--- src/hw/pifr_pkg.sv ---
// Package for the peripheral interrupt flag register block.
// Assumes a 32-bit AXI4-Lite register bus and one 100 MHz core clock.
package pifr_pkg;
    // ------------------------------------------------------------
    // Register map
    // ------------------------------------------------------------
    localparam logic [7:0] PIFR_FLAGS_ADDR = 8'h0C;
    localparam logic [7:0] PIFR_MASK_ADDR = 8'h10;
    localparam logic [7:0] PIFR_CTRL_ADDR = 8'h14;
    localparam logic [7:0] PIFR_FLAGS_RST = 8'h00;
    // Field positions
    localparam int PIFR_B_PAR = 7;
    localparam int PIFR_B_RSV = 6;
    localparam int PIFR_B_RX = 5;
    localparam int PIFR_B_TX = 4;
    localparam int PIFR_B_SSP = 3;
    localparam int PIFR_B_CCP = 2;
    localparam int PIFR_B_TM2 = 1;
    localparam int PIFR_B_TM1 = 0;
    // Implemented and software-writable flag bits
    localparam logic [7:0] PIFR_IMPL_MASK = 8'hBF;
    localparam logic [7:0] PIFR_SW_MASK = 8'h8F;
    // Capture/compare mode field in control register
    localparam int PIFR_CTRL_MODE_LSB = 0;
    localparam logic [1:0] PIFR_MODE_OFF = 2'h0;
    localparam logic [1:0] PIFR_MODE_CAPTURE = 2'h1;
    localparam logic [1:0] PIFR_MODE_COMPARE = 2'h2;
    localparam logic [1:0] PIFR_MODE_PWM = 2'h3;
    localparam logic [1:0] PIFR_RESP_OKAY = 2'h0;
    localparam logic [1:0] PIFR_RESP_SLVERR = 2'h2;
    typedef enum logic [1:0] {PIFR_WR_IDLE, PIFR_WR_RESP} pifr_wr_state_t;
endpackage

--- src/hw/pifr_evt_if.sv ---
// Interface carrying qualified event pulses from the event stage to the core.
// Assumes both modules share the core clock.
`timescale 1ns/1ps
interface pifr_evt_if;
    logic [7:0] set_pulse;
    logic rx_full;
    logic tx_empty;
    modport src (output set_pulse, output rx_full, output tx_empty);
    modport dst (input set_pulse, input rx_full, input tx_empty);
endinterface

--- src/hw/pifr_evt.sv ---
// Event stage: synchronises peripheral event lines and qualifies them.
// Assumes event lines may come from other domains; pulses are edge detected.
`timescale 1ns/1ps
module pifr_evt (
    input wire logic i_clk,
    input wire logic i_arst_n,
    input wire logic i_ce,
    input wire logic [1:0] i_ccp_mode,
    input wire logic [7:0] i_evt_raw,
    input wire logic i_rx_full_raw,
    input wire logic i_tx_empty_raw,
    pifr_evt_if.src evt
);
    logic [7:0] s1_q;
    logic [7:0] s2_q;
    logic [7:0] s3_q;
    logic [1:0] lv1_q;
    logic [1:0] lv2_q;
    logic [7:0] edge_w;
    logic ccp_en;

    // ------------------------------------------------------------
    // Two-stage synchronisers, then an edge register
    // ------------------------------------------------------------
    always_ff @(posedge i_clk or negedge i_arst_n) begin
        if (!i_arst_n) begin
            s1_q <= 8'h00;
            s2_q <= 8'h00;
            s3_q <= 8'h00;
            lv1_q <= 2'h0;
            lv2_q <= 2'h0;
        end else if (i_ce) begin
            s1_q <= i_evt_raw;
            s2_q <= s1_q;
            s3_q <= s2_q;
            lv1_q <= {i_rx_full_raw, i_tx_empty_raw};
            lv2_q <= lv1_q;
        end
    end

    // Capture and compare feed the flag; pwm and off do not
    assign ccp_en = (i_ccp_mode == pifr_pkg::PIFR_MODE_CAPTURE) ||
                    (i_ccp_mode == pifr_pkg::PIFR_MODE_COMPARE);
    assign edge_w = s2_q & ~s3_q;

    // Rising edges become one-cycle set pulses; reserved bit never set
    always_comb begin
        evt.set_pulse = edge_w & pifr_pkg::PIFR_SW_MASK;
        evt.set_pulse[pifr_pkg::PIFR_B_CCP] = edge_w[pifr_pkg::PIFR_B_CCP] & ccp_en;
    end
    assign evt.rx_full = lv2_q[1];
    assign evt.tx_empty = lv2_q[0];
endmodule

--- src/hw/pifr_top.sv ---
// Peripheral interrupt flag register with AXI4-Lite slave and interrupt.
// Assumes the peripheral units drive event pulses/levels; one core clock.
//
// Notes on behaviour
// - Flag register is 8 bits at 0Ch
// - Bit 7 sets on completed parallel access
// - Unimplemented bits read zero, ignore writes
// - Bit 3 sets on serial transfer done
// - Capture mode: bit 2 sets on capture
// - Compare mode sets bit 2; pwm unused
// - Reset clears every implemented flag bit
//
// The AXI4-Lite slave port is this design's own decision.
`timescale 1ns/1ps
module pifr_top (
    input wire logic I_SYS_CLK,
    input wire logic I_ARST_N,
    input wire logic I_CE,
    input wire logic I_PAR_DONE,
    input wire logic I_SSP_DONE,
    input wire logic I_CCP_EVENT,
    input wire logic I_TMR2_MATCH,
    input wire logic I_TIMER1_COUNT_OVF,
    input wire logic I_RX_FULL,
    input wire logic I_TX_EMPTY,
    input wire logic [31:0] I_AWADDR,
    input wire logic [2:0] I_AWPROT,
    input wire logic I_AWVALID,
    output logic O_AWREADY,
    input wire logic [31:0] I_WDATA,
    input wire logic [3:0] I_WSTRB,
    input wire logic I_WVALID,
    output logic O_WREADY,
    output logic [1:0] O_BRESP,
    output logic O_BVALID,
    input wire logic I_BREADY,
    input wire logic [31:0] I_ARADDR,
    input wire logic [2:0] I_ARPROT,
    input wire logic I_ARVALID,
    output logic O_ARREADY,
    output logic [31:0] O_RDATA,
    output logic [1:0] O_RRESP,
    output logic O_RVALID,
    input wire logic I_RREADY,
    output logic O_IRQ
);
    pifr_evt_if evt_bus ();

    logic [7:0] flags_q;
    logic [7:0] flags_d;
    logic [7:0] mask_q;
    logic [1:0] mode_q;
    logic [7:0] aw_addr_q;
    logic aw_have_q;
    logic [7:0] w_data_q;
    logic w_strb0_q;
    logic w_have_q;
    pifr_pkg::pifr_wr_state_t wr_st_q;
    logic wr_fire;
    logic [7:0] clr_w;
    logic [7:0] view_w;
    logic [7:0] raw_w;

    // Event lines in field order; bits 6,5,4 unused as pulses
    assign raw_w = {I_PAR_DONE, 1'b0, 1'b0, 1'b0, I_SSP_DONE, I_CCP_EVENT, I_TMR2_MATCH, I_TIMER1_COUNT_OVF};

    // ------------------------------------------------------------
    // Event stage
    // ------------------------------------------------------------
    pifr_evt u_evt (
        .i_clk(I_SYS_CLK),
        .i_arst_n(I_ARST_N),
        .i_ce(I_CE),
        .i_ccp_mode(mode_q),
        .i_evt_raw(raw_w),
        .i_rx_full_raw(I_RX_FULL),
        .i_tx_empty_raw(I_TX_EMPTY),
        .evt(evt_bus.src)
    );

    // Decodes a byte address into a register select
    function automatic logic addr_is(input logic [7:0] a, input logic [7:0] reg_addr);
        addr_is = (a == reg_addr);
    endfunction

    // ------------------------------------------------------------
    // Write channel: address and data taken in either order
    // ------------------------------------------------------------
    assign wr_fire = aw_have_q && w_have_q && (wr_st_q == pifr_pkg::PIFR_WR_IDLE);

    always_ff @(posedge I_SYS_CLK or negedge I_ARST_N) begin
        if (!I_ARST_N) begin
            aw_have_q <= 1'b0;
            aw_addr_q <= 8'h00;
            O_AWREADY <= 1'b0;
        end else if (I_CE) begin
            O_AWREADY <= 1'b0;
            if (I_AWVALID && O_AWREADY) begin
                aw_have_q <= 1'b1;
                aw_addr_q <= I_AWADDR[7:0];
            end else if (!aw_have_q && !O_AWREADY && I_AWVALID) begin
                O_AWREADY <= 1'b1;
            end else if (wr_fire) begin
                aw_have_q <= 1'b0;
            end
        end
    end

    // Write data capture
    always_ff @(posedge I_SYS_CLK or negedge I_ARST_N) begin
        if (!I_ARST_N) begin
            w_have_q <= 1'b0;
            w_data_q <= 8'h00;
            w_strb0_q <= 1'b0;
            O_WREADY <= 1'b0;
        end else if (I_CE) begin
            O_WREADY <= 1'b0;
            if (I_WVALID && O_WREADY) begin
                w_have_q <= 1'b1;
                w_data_q <= I_WDATA[7:0];
                w_strb0_q <= I_WSTRB[0];
            end else if (!w_have_q && !O_WREADY && I_WVALID) begin
                O_WREADY <= 1'b1;
            end else if (wr_fire) begin
                w_have_q <= 1'b0;
            end
        end
    end

    // Write response
    always_ff @(posedge I_SYS_CLK or negedge I_ARST_N) begin
        if (!I_ARST_N) begin
            wr_st_q <= pifr_pkg::PIFR_WR_IDLE;
            O_BVALID <= 1'b0;
            O_BRESP <= pifr_pkg::PIFR_RESP_OKAY;
        end else if (I_CE) begin
            case (wr_st_q)
                pifr_pkg::PIFR_WR_IDLE: begin
                    if (wr_fire) begin
                        wr_st_q <= pifr_pkg::PIFR_WR_RESP;
                        O_BVALID <= 1'b1;
                        if (addr_is(aw_addr_q, pifr_pkg::PIFR_FLAGS_ADDR) ||
                            addr_is(aw_addr_q, pifr_pkg::PIFR_MASK_ADDR) ||
                            addr_is(aw_addr_q, pifr_pkg::PIFR_CTRL_ADDR)) begin
                            O_BRESP <= pifr_pkg::PIFR_RESP_OKAY;
                        end else begin
                            O_BRESP <= pifr_pkg::PIFR_RESP_SLVERR;
                        end
                    end
                end
                pifr_pkg::PIFR_WR_RESP: begin
                    if (I_BREADY) begin
                        wr_st_q <= pifr_pkg::PIFR_WR_IDLE;
                        O_BVALID <= 1'b0;
                    end
                end
                default: begin
                    wr_st_q <= pifr_pkg::PIFR_WR_IDLE;
                    O_BVALID <= 1'b0;
                end
            endcase
        end
    end

    // ------------------------------------------------------------
    // Flag register
    // ------------------------------------------------------------
    // Write-one-to-clear on software-writable bits only
    assign clr_w = (wr_fire && w_strb0_q && addr_is(aw_addr_q, pifr_pkg::PIFR_FLAGS_ADDR)) ?
                   (w_data_q & pifr_pkg::PIFR_SW_MASK) : 8'h00;

    // Set wins over clear; sticky bits hold until cleared
    always_comb begin
        flags_d = ((flags_q & ~clr_w) | evt_bus.set_pulse) & pifr_pkg::PIFR_SW_MASK;
        flags_d[pifr_pkg::PIFR_B_RX] = evt_bus.rx_full;
        flags_d[pifr_pkg::PIFR_B_TX] = evt_bus.tx_empty;
        flags_d[pifr_pkg::PIFR_B_RSV] = 1'b0;
    end

    always_ff @(posedge I_SYS_CLK or negedge I_ARST_N) begin
        if (!I_ARST_N) begin
            flags_q <= pifr_pkg::PIFR_FLAGS_RST;
        end else if (I_CE) begin
            flags_q <= flags_d;
        end
    end

    // Mask and mode registers
    always_ff @(posedge I_SYS_CLK or negedge I_ARST_N) begin
        if (!I_ARST_N) begin
            mask_q <= 8'h00;
            mode_q <= pifr_pkg::PIFR_MODE_OFF;
        end else if (I_CE && wr_fire && w_strb0_q) begin
            if (addr_is(aw_addr_q, pifr_pkg::PIFR_MASK_ADDR)) begin
                mask_q <= w_data_q & pifr_pkg::PIFR_IMPL_MASK;
            end
            if (addr_is(aw_addr_q, pifr_pkg::PIFR_CTRL_ADDR)) begin
                mode_q <= w_data_q[pifr_pkg::PIFR_CTRL_MODE_LSB +: 2];
            end
        end
    end

    // Interrupt level from unmasked flags
    always_ff @(posedge I_SYS_CLK or negedge I_ARST_N) begin
        if (!I_ARST_N) begin
            O_IRQ <= 1'b0;
        end else if (I_CE) begin
            O_IRQ <= |(flags_d & mask_q);
        end
    end

    // ------------------------------------------------------------
    // Read channel
    // ------------------------------------------------------------
    always_comb begin
        if (addr_is(I_ARADDR[7:0], pifr_pkg::PIFR_FLAGS_ADDR)) begin
            view_w = flags_q & pifr_pkg::PIFR_IMPL_MASK;
        end else if (addr_is(I_ARADDR[7:0], pifr_pkg::PIFR_MASK_ADDR)) begin
            view_w = mask_q;
        end else begin
            view_w = {6'h00, mode_q};
        end
    end

    always_ff @(posedge I_SYS_CLK or negedge I_ARST_N) begin
        if (!I_ARST_N) begin
            O_ARREADY <= 1'b0;
            O_RVALID <= 1'b0;
            O_RDATA <= 32'h00000000;
            O_RRESP <= pifr_pkg::PIFR_RESP_OKAY;
        end else if (I_CE) begin
            O_ARREADY <= 1'b0;
            if (O_RVALID) begin
                if (I_RREADY) begin
                    O_RVALID <= 1'b0;
                end
            end else if (I_ARVALID && O_ARREADY) begin
                O_RVALID <= 1'b1;
                if (addr_is(I_ARADDR[7:0], pifr_pkg::PIFR_FLAGS_ADDR) ||
                    addr_is(I_ARADDR[7:0], pifr_pkg::PIFR_MASK_ADDR) ||
                    addr_is(I_ARADDR[7:0], pifr_pkg::PIFR_CTRL_ADDR)) begin
                    O_RDATA <= {24'h000000, view_w};
                    O_RRESP <= pifr_pkg::PIFR_RESP_OKAY;
                end else begin
                    O_RDATA <= 32'h00000000;
                    O_RRESP <= pifr_pkg::PIFR_RESP_SLVERR;
                end
            end else if (I_ARVALID) begin
                O_ARREADY <= 1'b1;
            end
        end
    end

    // ------------------------------------------------------------
    // Checks
    // ------------------------------------------------------------
    AST_RSV_ZERO: assert property (@(posedge I_SYS_CLK) disable iff (!I_ARST_N)
        flags_q[pifr_pkg::PIFR_B_RSV] == 1'b0) else $error("reserved flag bit set");
    AST_PAR_STICKY: assert property (@(posedge I_SYS_CLK) disable iff (!I_ARST_N)
        (I_CE && evt_bus.set_pulse[pifr_pkg::PIFR_B_PAR]) |=> flags_q[pifr_pkg::PIFR_B_PAR])
        else $error("parallel flag not set");
    AST_SSP_HOLD: assert property (@(posedge I_SYS_CLK) disable iff (!I_ARST_N)
        (flags_q[pifr_pkg::PIFR_B_SSP] && !clr_w[pifr_pkg::PIFR_B_SSP] && I_CE)
        |=> flags_q[pifr_pkg::PIFR_B_SSP]) else $error("serial flag lost");
    AST_CCP_PWM: assert property (@(posedge I_SYS_CLK) disable iff (!I_ARST_N)
        (mode_q == pifr_pkg::PIFR_MODE_PWM) |-> !evt_bus.set_pulse[pifr_pkg::PIFR_B_CCP])
        else $error("capcmp set in pwm mode");
    AST_CCP_CAP: assert property (@(posedge I_SYS_CLK) disable iff (!I_ARST_N)
        (I_CE && evt_bus.set_pulse[pifr_pkg::PIFR_B_CCP]) |=> flags_q[pifr_pkg::PIFR_B_CCP])
        else $error("capcmp flag not set");
    AST_RX_FOLLOW: assert property (@(posedge I_SYS_CLK) disable iff (!I_ARST_N)
        I_CE |=> flags_q[pifr_pkg::PIFR_B_RX] == $past(evt_bus.rx_full))
        else $error("rx flag not following buffer");
    AST_TM_STICKY: assert property (@(posedge I_SYS_CLK) disable iff (!I_ARST_N)
        (flags_q[1:0] != 2'h0 && clr_w[1:0] == 2'h0 && I_CE) |=> (flags_q[1:0] & $past(flags_q[1:0])) ==
        $past(flags_q[1:0])) else $error("timer flag dropped");
    AST_IRQ: assert property (@(posedge I_SYS_CLK) disable iff (!I_ARST_N)
        I_CE |=> O_IRQ == |($past(flags_d) & $past(mask_q))) else $error("irq level wrong");
    AST_TX_FOLLOW: assert property (@(posedge I_SYS_CLK) disable iff (!I_ARST_N)
        I_CE |=> flags_q[pifr_pkg::PIFR_B_TX] == $past(evt_bus.tx_empty))
        else $error("tx flag not following buffer");
    AST_SSP_CLEAR: assert property (@(posedge I_SYS_CLK) disable iff (!I_ARST_N)
        (I_CE && clr_w[pifr_pkg::PIFR_B_SSP] && !evt_bus.set_pulse[pifr_pkg::PIFR_B_SSP])
        |=> !flags_q[pifr_pkg::PIFR_B_SSP]) else $error("serial flag not cleared by write");
    AST_TM1_CLEAR: assert property (@(posedge I_SYS_CLK) disable iff (!I_ARST_N)
        (I_CE && clr_w[pifr_pkg::PIFR_B_TM1] && !evt_bus.set_pulse[pifr_pkg::PIFR_B_TM1])
        |=> !flags_q[pifr_pkg::PIFR_B_TM1]) else $error("timer1 flag not cleared by write");
    AST_PAR_QUIET: assert property (@(posedge I_SYS_CLK) disable iff (!I_ARST_N)
        (!flags_q[pifr_pkg::PIFR_B_PAR] && !(I_CE && evt_bus.set_pulse[pifr_pkg::PIFR_B_PAR]))
        |=> !flags_q[pifr_pkg::PIFR_B_PAR]) else $error("parallel flag set without access");
    AST_CCP_OFF: assert property (@(posedge I_SYS_CLK) disable iff (!I_ARST_N)
        (mode_q == pifr_pkg::PIFR_MODE_OFF) |-> !evt_bus.set_pulse[pifr_pkg::PIFR_B_CCP])
        else $error("capcmp set with unit off");
    AST_RDATA_ZERO: assert property (@(posedge I_SYS_CLK) disable iff (!I_ARST_N)
        O_RVALID |-> (O_RDATA[31:8] == 24'h000000) && !O_RDATA[pifr_pkg::PIFR_B_RSV])
        else $error("unimplemented read bits not zero");
    AST_CE_FREEZE: assert property (@(posedge I_SYS_CLK) disable iff (!I_ARST_N)
        !I_CE |=> $stable(flags_q) && $stable(mask_q) && $stable(O_IRQ))
        else $error("state moved while clock enable low");
    AST_AWREADY_PULSE: assert property (@(posedge I_SYS_CLK) disable iff (!I_ARST_N)
        (I_CE && O_AWREADY) |=> !O_AWREADY)
        else $error("write address ready held too long");
    AST_WREADY_PULSE: assert property (@(posedge I_SYS_CLK) disable iff (!I_ARST_N)
        (I_CE && O_WREADY) |=> !O_WREADY)
        else $error("write data ready held too long");
    AST_ARREADY_PULSE: assert property (@(posedge I_SYS_CLK) disable iff (!I_ARST_N)
        (I_CE && O_ARREADY) |=> !O_ARREADY)
        else $error("read address ready held too long");
endmodule

--- config.mk ---
export PLATFORM = sky130hd
export DESIGN_NAME = pifr_top
export DESIGN_NICKNAME = d
export VERILOG_FILES = /design/src/hw/pifr_pkg.sv /design/src/hw/pifr_evt_if.sv /design/src/hw/pifr_evt.sv /design/src/hw/pifr_top.sv
export SDC_FILE = /design/constraint.sdc
export NUM_CORES = 1
export LEC_CHECK = 0
export BUFFER_PORTS_ARGS = -buffer_cell sky130_fd_sc_hd__buf_2
export CORE_MARGIN = 5
export CORE_UTILIZATION = 45
export CTS_BUF_LIST = sky130_fd_sc_hd__clkbuf_4 sky130_fd_sc_hd__clkbuf_8 sky130_fd_sc_hd__clkbuf_16
export CTS_CLUSTER_SIZE = 8
export DETAILED_ROUTE_END_ITERATION = 10
export GPL_TIMING_DRIVEN = 0
export HOLD_SLACK_MARGIN = 0.06
export PLACE_DENSITY = 0.8
export SYNTH_ARGS = -nofsm -noshare
export SYNTH_HDL_FRONTEND = slang
export SYNTH_SLANG_ARGS = --single-unit
--- constraint.sdc ---
create_clock -name I_SYS_CLK -period 2.08 [get_ports I_SYS_CLK]
set_clock_uncertainty 0.15 [all_clocks]
set_input_delay 0.208 -clock I_SYS_CLK [delete_from_list [all_inputs] [get_ports I_SYS_CLK]]
set_output_delay 0.208 -clock I_SYS_CLK [all_outputs]
set_load 0.05 [all_outputs]
==> results of run 1 <==
worst paths after layout:
| check | from | endpoint | slack (ps) | depth (start not counted) |
|---|---|---|---|---|
| setup reg to reg | aw_addr_q[1] | mask_q[5] | 170 | 5 |
| min in group asynchronous | I_ARST_N | aw_addr_q[1] | 360 | 2 |
| max in group asynchronous | I_ARST_N | u_evt.s1_q[2] | 870 | 2 |
| hold reg to reg | O_RDATA[2] | O_RDATA[2] | 330 | 2 |
| hold / removal | I_ARVALID | O_RVALID | 90 | 3 |
| setup / recovery | aw_addr_q[1] | mask_q[5] | 170 | 5 |
sequential cells by signal (all words and copies together) (netlist names), 2 cells and up:
| signal | flops |
|---|---|
| u_evt.lv1_q | 2 |
| u_evt.s3_q | 5 |
| flags_q | 7 |
| mode_q | 2 |
| w_data_q | 7 |
| u_evt.lv2_q | 2 |
| mask_q | 7 |
| O_RDATA | 7 |
| u_evt.s2_q | 5 |
| aw_addr_q | 8 |
| u_evt.s1_q | 5 |
power by group through the flow:
stage                     sequential (mW)  combinational [mW]  clock (mW)
after CTS                            1.86               0.977        1.10
final                                1.86               0.972        1.08
after detailed placement             1.88               0.933           0
after global routing                 1.91                1.06        1.17
after floorplan                      1.96               0.583           0
after global placement               1.85               0.898           0
metal layers:
layer	track usage (%)	wire length, µm	share of wire, %	vias to the layer above
li1	-	-	-	1110
met1	22.1	2990	45	1081
met2	25.4	3010	45	79
met3	3.62	523	7.8	11
met4	8.30	144	2.2	0
met5	0	0	0	-
layout by cell type (no fill, tap or decap), types with 2 or more instances in the layout:
master,n
inv_1,4
nand3_1,4
nand2_1,30
buf_4,29
conb_1,27
dlygate4sd3_1,28
clkbuf_8,10
nor3_1,3
mux2_2,48
or3_1,2
nor2b_1,8
o21ai_0,12
a22o_1,5
o31ai_1,2
buf_2,55
o21ba_2,2
nor2_1,6
clkbuf_4,3
nor4_1,3
nor3b_1,2
a22oi_1,6
dfrtp_1,68
a221oi_1,2
nand3b_1,2
a21oi_1,7
clkbuf_1,2
area by class of cell:
| type | instances | area (µm²) |
|---|---|---|
| Tap cell | 96 | 120 |
| Sequential cell | 68 | 1700 |
| Multi-Input combinational cell | 184 | 1300 |
| Buffer | 33 | 229 |
| Fill cell | 541 | 2680 |
| Clock buffer | 13 | 160 |
| Timing Repair Buffer | 82 | 556 |
| Inverter | 4 | 15.0 |
| Clock inverter | 2 | 35.0 |
cells by family (layout without fill, tap and decap cells):
| logic type | after synthesis | in the layout | share of synthesized area (%) |
|---|---|---|---|
| muxes | 48 | 48 | 17.2 |
| DFF | 68 | 68 | 54.3 |
| xor gates and xnor gates | 1 | 1 | 0.279 |
| buffers and inverters | 37 | 134 | 7.78 |
| and+or+nand+nor | 70 | 70 | 12.3 |
| other | 1 | 27 | 0.120 |
| AOI/OAI and AO/OA | 38 | 38 | 8.02 |
worst reg2reg max path, stage by stage, from the launching register on:
cell     delay, ps
dfrtp_1        380
nor3_1         300
nand2_1        180
nor4_4         220
buf_4          210
mux2_2         350
repair_timing:
action / in CTS / in global routing
hold buffers: 28 / 0
gates resized for setup: 0 / 1
setup endpoints to repair: 7 / 1
gates cloned: 0 / 0
pin swaps: 1 / 0
endpoints found under the hold margin: 95 / 0
buffers inserted: 1 / 0
==> impl_metrics.sql, run 1 <==
INSERT INTO impl_metrics (metric_group, metric, value, unit) VALUES
('outcome', 'status', 'complete, no violations', ''),
('synthesis', 'synth_cell_type_count', '37', ''),
('power', 'comb_power_share', '24.8', '%'),
('global_routing', 'largest_net_degree_at_the_start_of_global_routing', '69', ''),
('power', 'clock_share_of_power', '27.6', '%'),
('sta', 'tightest_slew', '835', 'ps'),
('clock_network', 'clock_sink_count', '68', ''),
('power', 'p_int', '2.66', 'mW'),
('sta', 'final_period_minus_worst_setup_slack', '1910', 'ps'),
('synthesis', 'dominant_cell_by_count_in_the_synthesized_netlist', 'dfrtp_1', ''),
('sta', 'grt_setup_unrepaired', 'no', ''),
('drt', 'drt_first_pass_iters', '4', ''),
('finish', 'antenna-diode-count', '0', ''),
('power', 'power_density', '952', 'nW/µm²'),
('synthesis', 'synth.top_cells.by_count', '68 x dfrtp_1, 48 x mux2_2, 30 x nand2_1', ''),
('sta', 'report.final.setup_viol', '0', ''),
('finish', 'final_core_occ', '60.5', '%'),
('worst_setup_path', 'path_cells', 'nor3_1, nand2_1, nor4_4, buf_4, mux2_2', ''),
('clock_network', 'ctsLongestPathBuffers', '2', ''),
('sta', 'setup_tns', '0', 'ps'),
('drt', 'ant_nets', '0', ''),
('worst_setup_path', 'timing.critical_path.slowest_cell_delay', '380', 'ps'),
('power', 'power.switching_fraction', '31.9', '%'),
('place', 'io_buffers', '53', ''),
('floorplanning', 'boundaryPins', '163', ''),
('place', 'dp_hpwl', '4830', 'µm'),
('worst_setup_path', 'timing_worst_setup_path_type', 'register to register', ''),
('floorplanning', 'fp.dieArea', '8740', 'µm²'),
('synthesis', 'synth_area_leader_cell', 'dfrtp_1', ''),
('synthesis', 'yosys_most_used_dff', 'dfrtp_1', ''),
('synthesis', 'syn-instance-count', '263', ''),
('clock_network', 'clkTransAtPathRegs', '70', 'ps'),
('global_routing', 'antenna_violations_before_repair', '0', ''),
('sta', 'worst_slew_margin_rel', '44.3', '%'),
('finish', 'post-route-cell-area', '4110', 'µm²'),
('synthesis', 'synth-warning-count', '0', ''),
('floorplanning', 'floorplan.initialDensity', '46.2', '%'),
('drt', 'vias', '2281', ''),
('synthesis', 'postSynthAreaPerCell', '11.9', 'µm²'),
('power', 'report.power.total', '3.92', 'mW'),
('clock_network', 'insertion_delay', '340', 'ps'),
('sta', 'post-route-period-util', '91.8', '%'),
('place', 'postPlaceCellArea', '3620', 'µm²'),
('sta', 'hold_ws', '85.7', 'ps'),
('global_routing', 'globalRoute.totalOverflow', '0', ''),
('worst_setup_path', 'critical-path-top-delay-family', 'simple AND/OR/NAND/NOR gates', ''),
('global_routing', 'grt_pass1_wl', '11100', 'µm'),
('worst_setup_path', 'crit_path_end_kind', 'register', ''),
('drt', 'route.detailed.wl_per_inst', '13.8', 'µm'),
('synthesis', 'synth_top_area_share', '54.3', '%'),
('synthesis', 'synth.ff_latch_count', '68', ''),
('power', 'share_seq_of_total_power', '47.6', '%'),
('drt', 'detail_route.drc_violations', '0', ''),
('floorplanning', 'die_height', '93.5', 'µm'),
('drt', 'detailedRoute.firstIterationViolations', '108', ''),
('place', 'dp_worst_setup_slack', '-6.52', 'ps'),
('finish', 'final-instance-count-excl-fill', '482', ''),
('sta', 'finalHoldViolCount', '0', ''),
('floorplanning', 'total_number_of_placement_rows', '30', ''),
('global_routing', 'grt_pass1_vias', '2281', ''),
('synthesis', 'yosys-top-cells-area', 'dfrtp_1 54%, mux2_2 17%, buf_4 6.5%', ''),
('worst_setup_path', 'critical_path_arrival', '1980', 'ps'),
('finish', 'drive_gt1_share', '39.6', '%'),
('finish', 'design.final.nets', '503', ''),
('hold_path', 'worst_hold_path_type', 'input port to register', ''),
('job', 'drv.max_cap_violation_count', '0', ''),
('place', 'placedCellCount', '438', ''),
('sta', 'final.setup.worst_slack', '171', 'ps'),
('power', 'vdd_drop_max', '517', 'µV'),
('power', 'power.leakage', '2.00', 'nW'),
('worst_setup_path', 'cp_slowest_cell', 'dfrtp_1', '');
Note: power is estimated with default switching activity, not from simulation.
==> inputs of run 2 (changes only) <==
--- a/config.mk
+++ b/config.mk
@@ -14,6 +14,7 @@
 export GPL_TIMING_DRIVEN = 0
 export HOLD_SLACK_MARGIN = 0.06
 export PLACE_DENSITY = 0.8
+export RECOVER_POWER = 50
 export SYNTH_ARGS = -nofsm -noshare
 export SYNTH_HDL_FRONTEND = slang
 export SYNTH_SLANG_ARGS = --single-unit
==> run 2 against run 1 <==
  * Flip-flop and latch count is the same
  * Clock power is essentially flat
  * Sequential power is essentially flat
  * Combinational power is essentially flat
  * Hold slack is essentially flat
  * Setup slack lost 0.99 ps
  * Die area is the same
  * Register-to-register slack is essentially flat
  * Largest cell class unchanged
  * Highest routed layer unchanged
==> impl_metrics.sql, run 2 (synthesized netlist as in run 1, its figures left out) <==
INSERT INTO impl_metrics (metric_group, metric, value, unit) VALUES
('drt', 'drt_first_pass_iters', '4', ''),
('power', 'power.switching_fraction', '32.0', '%'),
('floorplanning', 'total_number_of_placement_rows', '30', ''),
('finish', 'most_flop_heavy_register', 'aw_addr_q', ''),
('worst_setup_path', 'critical_path_required', '2150', 'ps'),
('power', 'netSwitchingPower', '1.25', 'mW'),
('sta', 'post-route-period-util', '91.8', '%'),
('clock_network', 'clkTransAtPathRegs', '70', 'ps'),
('outcome', 'status', 'complete, no violations', ''),
('worst_setup_path', 'timing_worst_setup_path_type', 'register to register', ''),
('worst_setup_path', 'critical_path.startpoint_type', 'register', ''),
('global_routing', 'largest_net_degree_at_the_start_of_global_routing', '69', ''),
('floorplanning', 'floorplan.core_area', '6790', 'µm²'),
('finish', 'commonest_non_fill_non_tap_cells_in_the_layout', '68 x dfrtp_1, 48 x mux2_2, 44 x buf_2', ''),
('global_routing', 'globalRoute.totalOverflow', '0', ''),
('sta', 'report.final.setup_viol', '0', ''),
('place', 'routability_congestion_estimate_from_global_placement', '0.821', ''),
('floorplanning', 'fp.dieArea', '8740', 'µm²'),
('finish', 'synthToLayoutAreaGrowth', '30.7', '%'),
('floorplanning', 'die_w', '93.5', 'µm'),
('finish', 'final-instance-count-excl-fill', '482', ''),
('power', 'power.leakage', '1.96', 'nW'),
('floorplanning', 'die_height', '93.5', 'µm'),
('global_routing', 'antenna_violations_before_repair', '0', ''),
('power', 'clock_share_of_power', '27.6', '%'),
('job', 'drv.max_cap_violation_count', '0', ''),
('worst_setup_path', 'worst-r2r-cell-count', '5', ''),
('drt', 'route.final.wire_length', '6690', 'µm'),
('drt', 'ant_nets', '0', ''),
('finish', 'final_core_occ', '60.3', '%'),
('clock_network', 'insertion_delay', '340', 'ps'),
('global_routing', 'globalRouteTotalUtil', '16.5', '%'),
('place', 'placedCellCount', '438', ''),
('place', 'dp_hpwl', '4830', 'µm'),
('power', 'comb_power_share', '24.8', '%'),
('hold_path', 'worst_hold_path_type', 'input port to register', ''),
('power', 'power_density', '955', 'nW/µm²'),
('power', 'vdd_drop_max', '517', 'µV'),
('finish', 'total_area_of_multi_input_combinational_cells', '1300', 'µm²'),
('finish', 'antenna-diode-count', '0', ''),
('clock_network', 'cts-buffers-inserted', '9', ''),
('sta', 'final_period_minus_worst_setup_slack', '1910', 'ps'),
('clock_network', 'cts_root_buffer', 'clkbuf_8', ''),
('drt', 'vias', '2288', ''),
('finish', 'layout_commonest_cell', 'dfrtp_1', ''),
('clock_network', 'htree_levels', '3', ''),
('finish', 'final-seq-area', '1700', 'µm²'),
('drt', 'detail_route.drc_violations', '0', ''),
('drt', 'detailedRoute.firstIterationViolations', '105', ''),
('power', 'share_seq_of_total_power', '47.6', '%'),
('global_routing', 'grt_pass1_vias', '2281', ''),
('finish', 'design.final.nets', '503', ''),
('drt', 'route.detailed.wl_per_inst', '13.9', 'µm'),
('drt', 'vias_per_instance', '4.75', ''),
('floorplanning', 'boundaryPins', '163', ''),
('finish', 'largest_register_ff_count', '8', ''),
('sta', 'tightest_slew', '904', 'ps'),
('sta', 'slew_violations', '0', ''),
('worst_setup_path', 'crit_path_end_kind', 'register', ''),
('hold_path', 'hold_depth', '3', ''),
('sta', 'final.setup.worst_slack', '170', 'ps'),
('clock_network', 'tritoncts', 'yes', ''),
('sta', 'worst_slew_margin_rel', '39.7', '%'),
('power', 'p_int', '2.66', 'mW'),
('worst_setup_path', 'critPathMaxFanout', '7', ''),
('sta', 'hold_ws', '86.2', 'ps'),
('sta', 'finalHoldViolCount', '0', ''),
('place', 'dp_worst_setup_slack', '-6.52', 'ps'),
('finish', 'drive_gt1_share', '36.8', '%'),
('clock_network', 'ctsLongestPathBuffers', '2', ''),
('worst_setup_path', 'critical_path_arrival', '1980', 'ps'),
('global_routing', 'grt_pass1_wl', '11100', 'µm'),
('clock_network', 'clock_sink_count', '68', ''),
('sta', 'setup_tns', '0', 'ps'),
('floorplanning', 'floorplan.initialDensity', '46.2', '%'),
('place', 'io_buffers', '53', ''),
('finish', 'nFillCells', '549', ''),
('sta', 'grt_setup_unrepaired', 'no', ''),
('sta', 'achievable-frequency', '0.524', 'GHz');
==> run 2: cell type report <==
type | instances | area share, %
flip-flops and latches | 68 | 41.5
multi-input cells | 184 | 31.6
repair buffers | 82 | 13.3
plain buffers | 33 | 5.53
clock buffers | 13 | 3.91
well taps | 96 | 2.93
clock inverters | 2 | 0.855
inverters | 4 | 0.366
==> run 2: what timing repair did <==
action | 4_1_cts | 5_1_grt
pin swaps | 1 | 0
resized for setup | 0 | 1
hold buffers | 28 | 0
endpoints found under the hold margin | 95 | 0
setup buffers | 1 | 0
setup endpoints to repair | 7 | 1
==> run 2: layer usage <==
metal	routed length (µm)	vias to the layer above	GRT usage, %
li1	-	1110	-
met1	3000	1087	22.1
met2	3010	79	25.4
met3	534	12	3.62
met4	144	0	8.30
met5	0	-	0
==> run 2: through the flow <==
stage | total power, mW | cell area, µm²
5_1_grt | 4.13 | 4100
2_1_floorplan | 2.54 | 3230
6_report | 3.92 | 4100
4_1_cts | 3.94 | 4100
3_5_place_dp | 2.81 | 3620
3_3_place_gp | 2.75 | 3620
==> run 2: worst paths after layout <==
path                                  to    startpoint  slack [ps]
setup / recovery               mask_q[5]  aw_addr_q[1]         170
hold / removal                  O_RVALID     I_ARVALID          90
setup reg to reg               mask_q[5]  aw_addr_q[1]         170
hold reg to reg               O_RDATA[2]    O_RDATA[2]         340
max in group asynchronous  u_evt.s1_q[2]      I_ARST_N         780
min in group asynchronous   aw_addr_q[1]      I_ARST_N         410
==> run 2: power by group through the flow <==
stage	clock (mW)	combinational, mW	sequential (mW)
floorplan	0	0.583	1.96
global placement	0	0.898	1.85
detailed placement	0	0.933	1.88
CTS	1.10	0.977	1.86
global route	1.17	1.06	1.91
finish	1.08	0.972	1.86
==> run 2: critical path, stage by stage (launching register included) <==
cell     delay, ps
dfrtp_1        380
nor3_1         300
nand2_1        180
nor4_4         220
buf_4          210
mux2_2         350
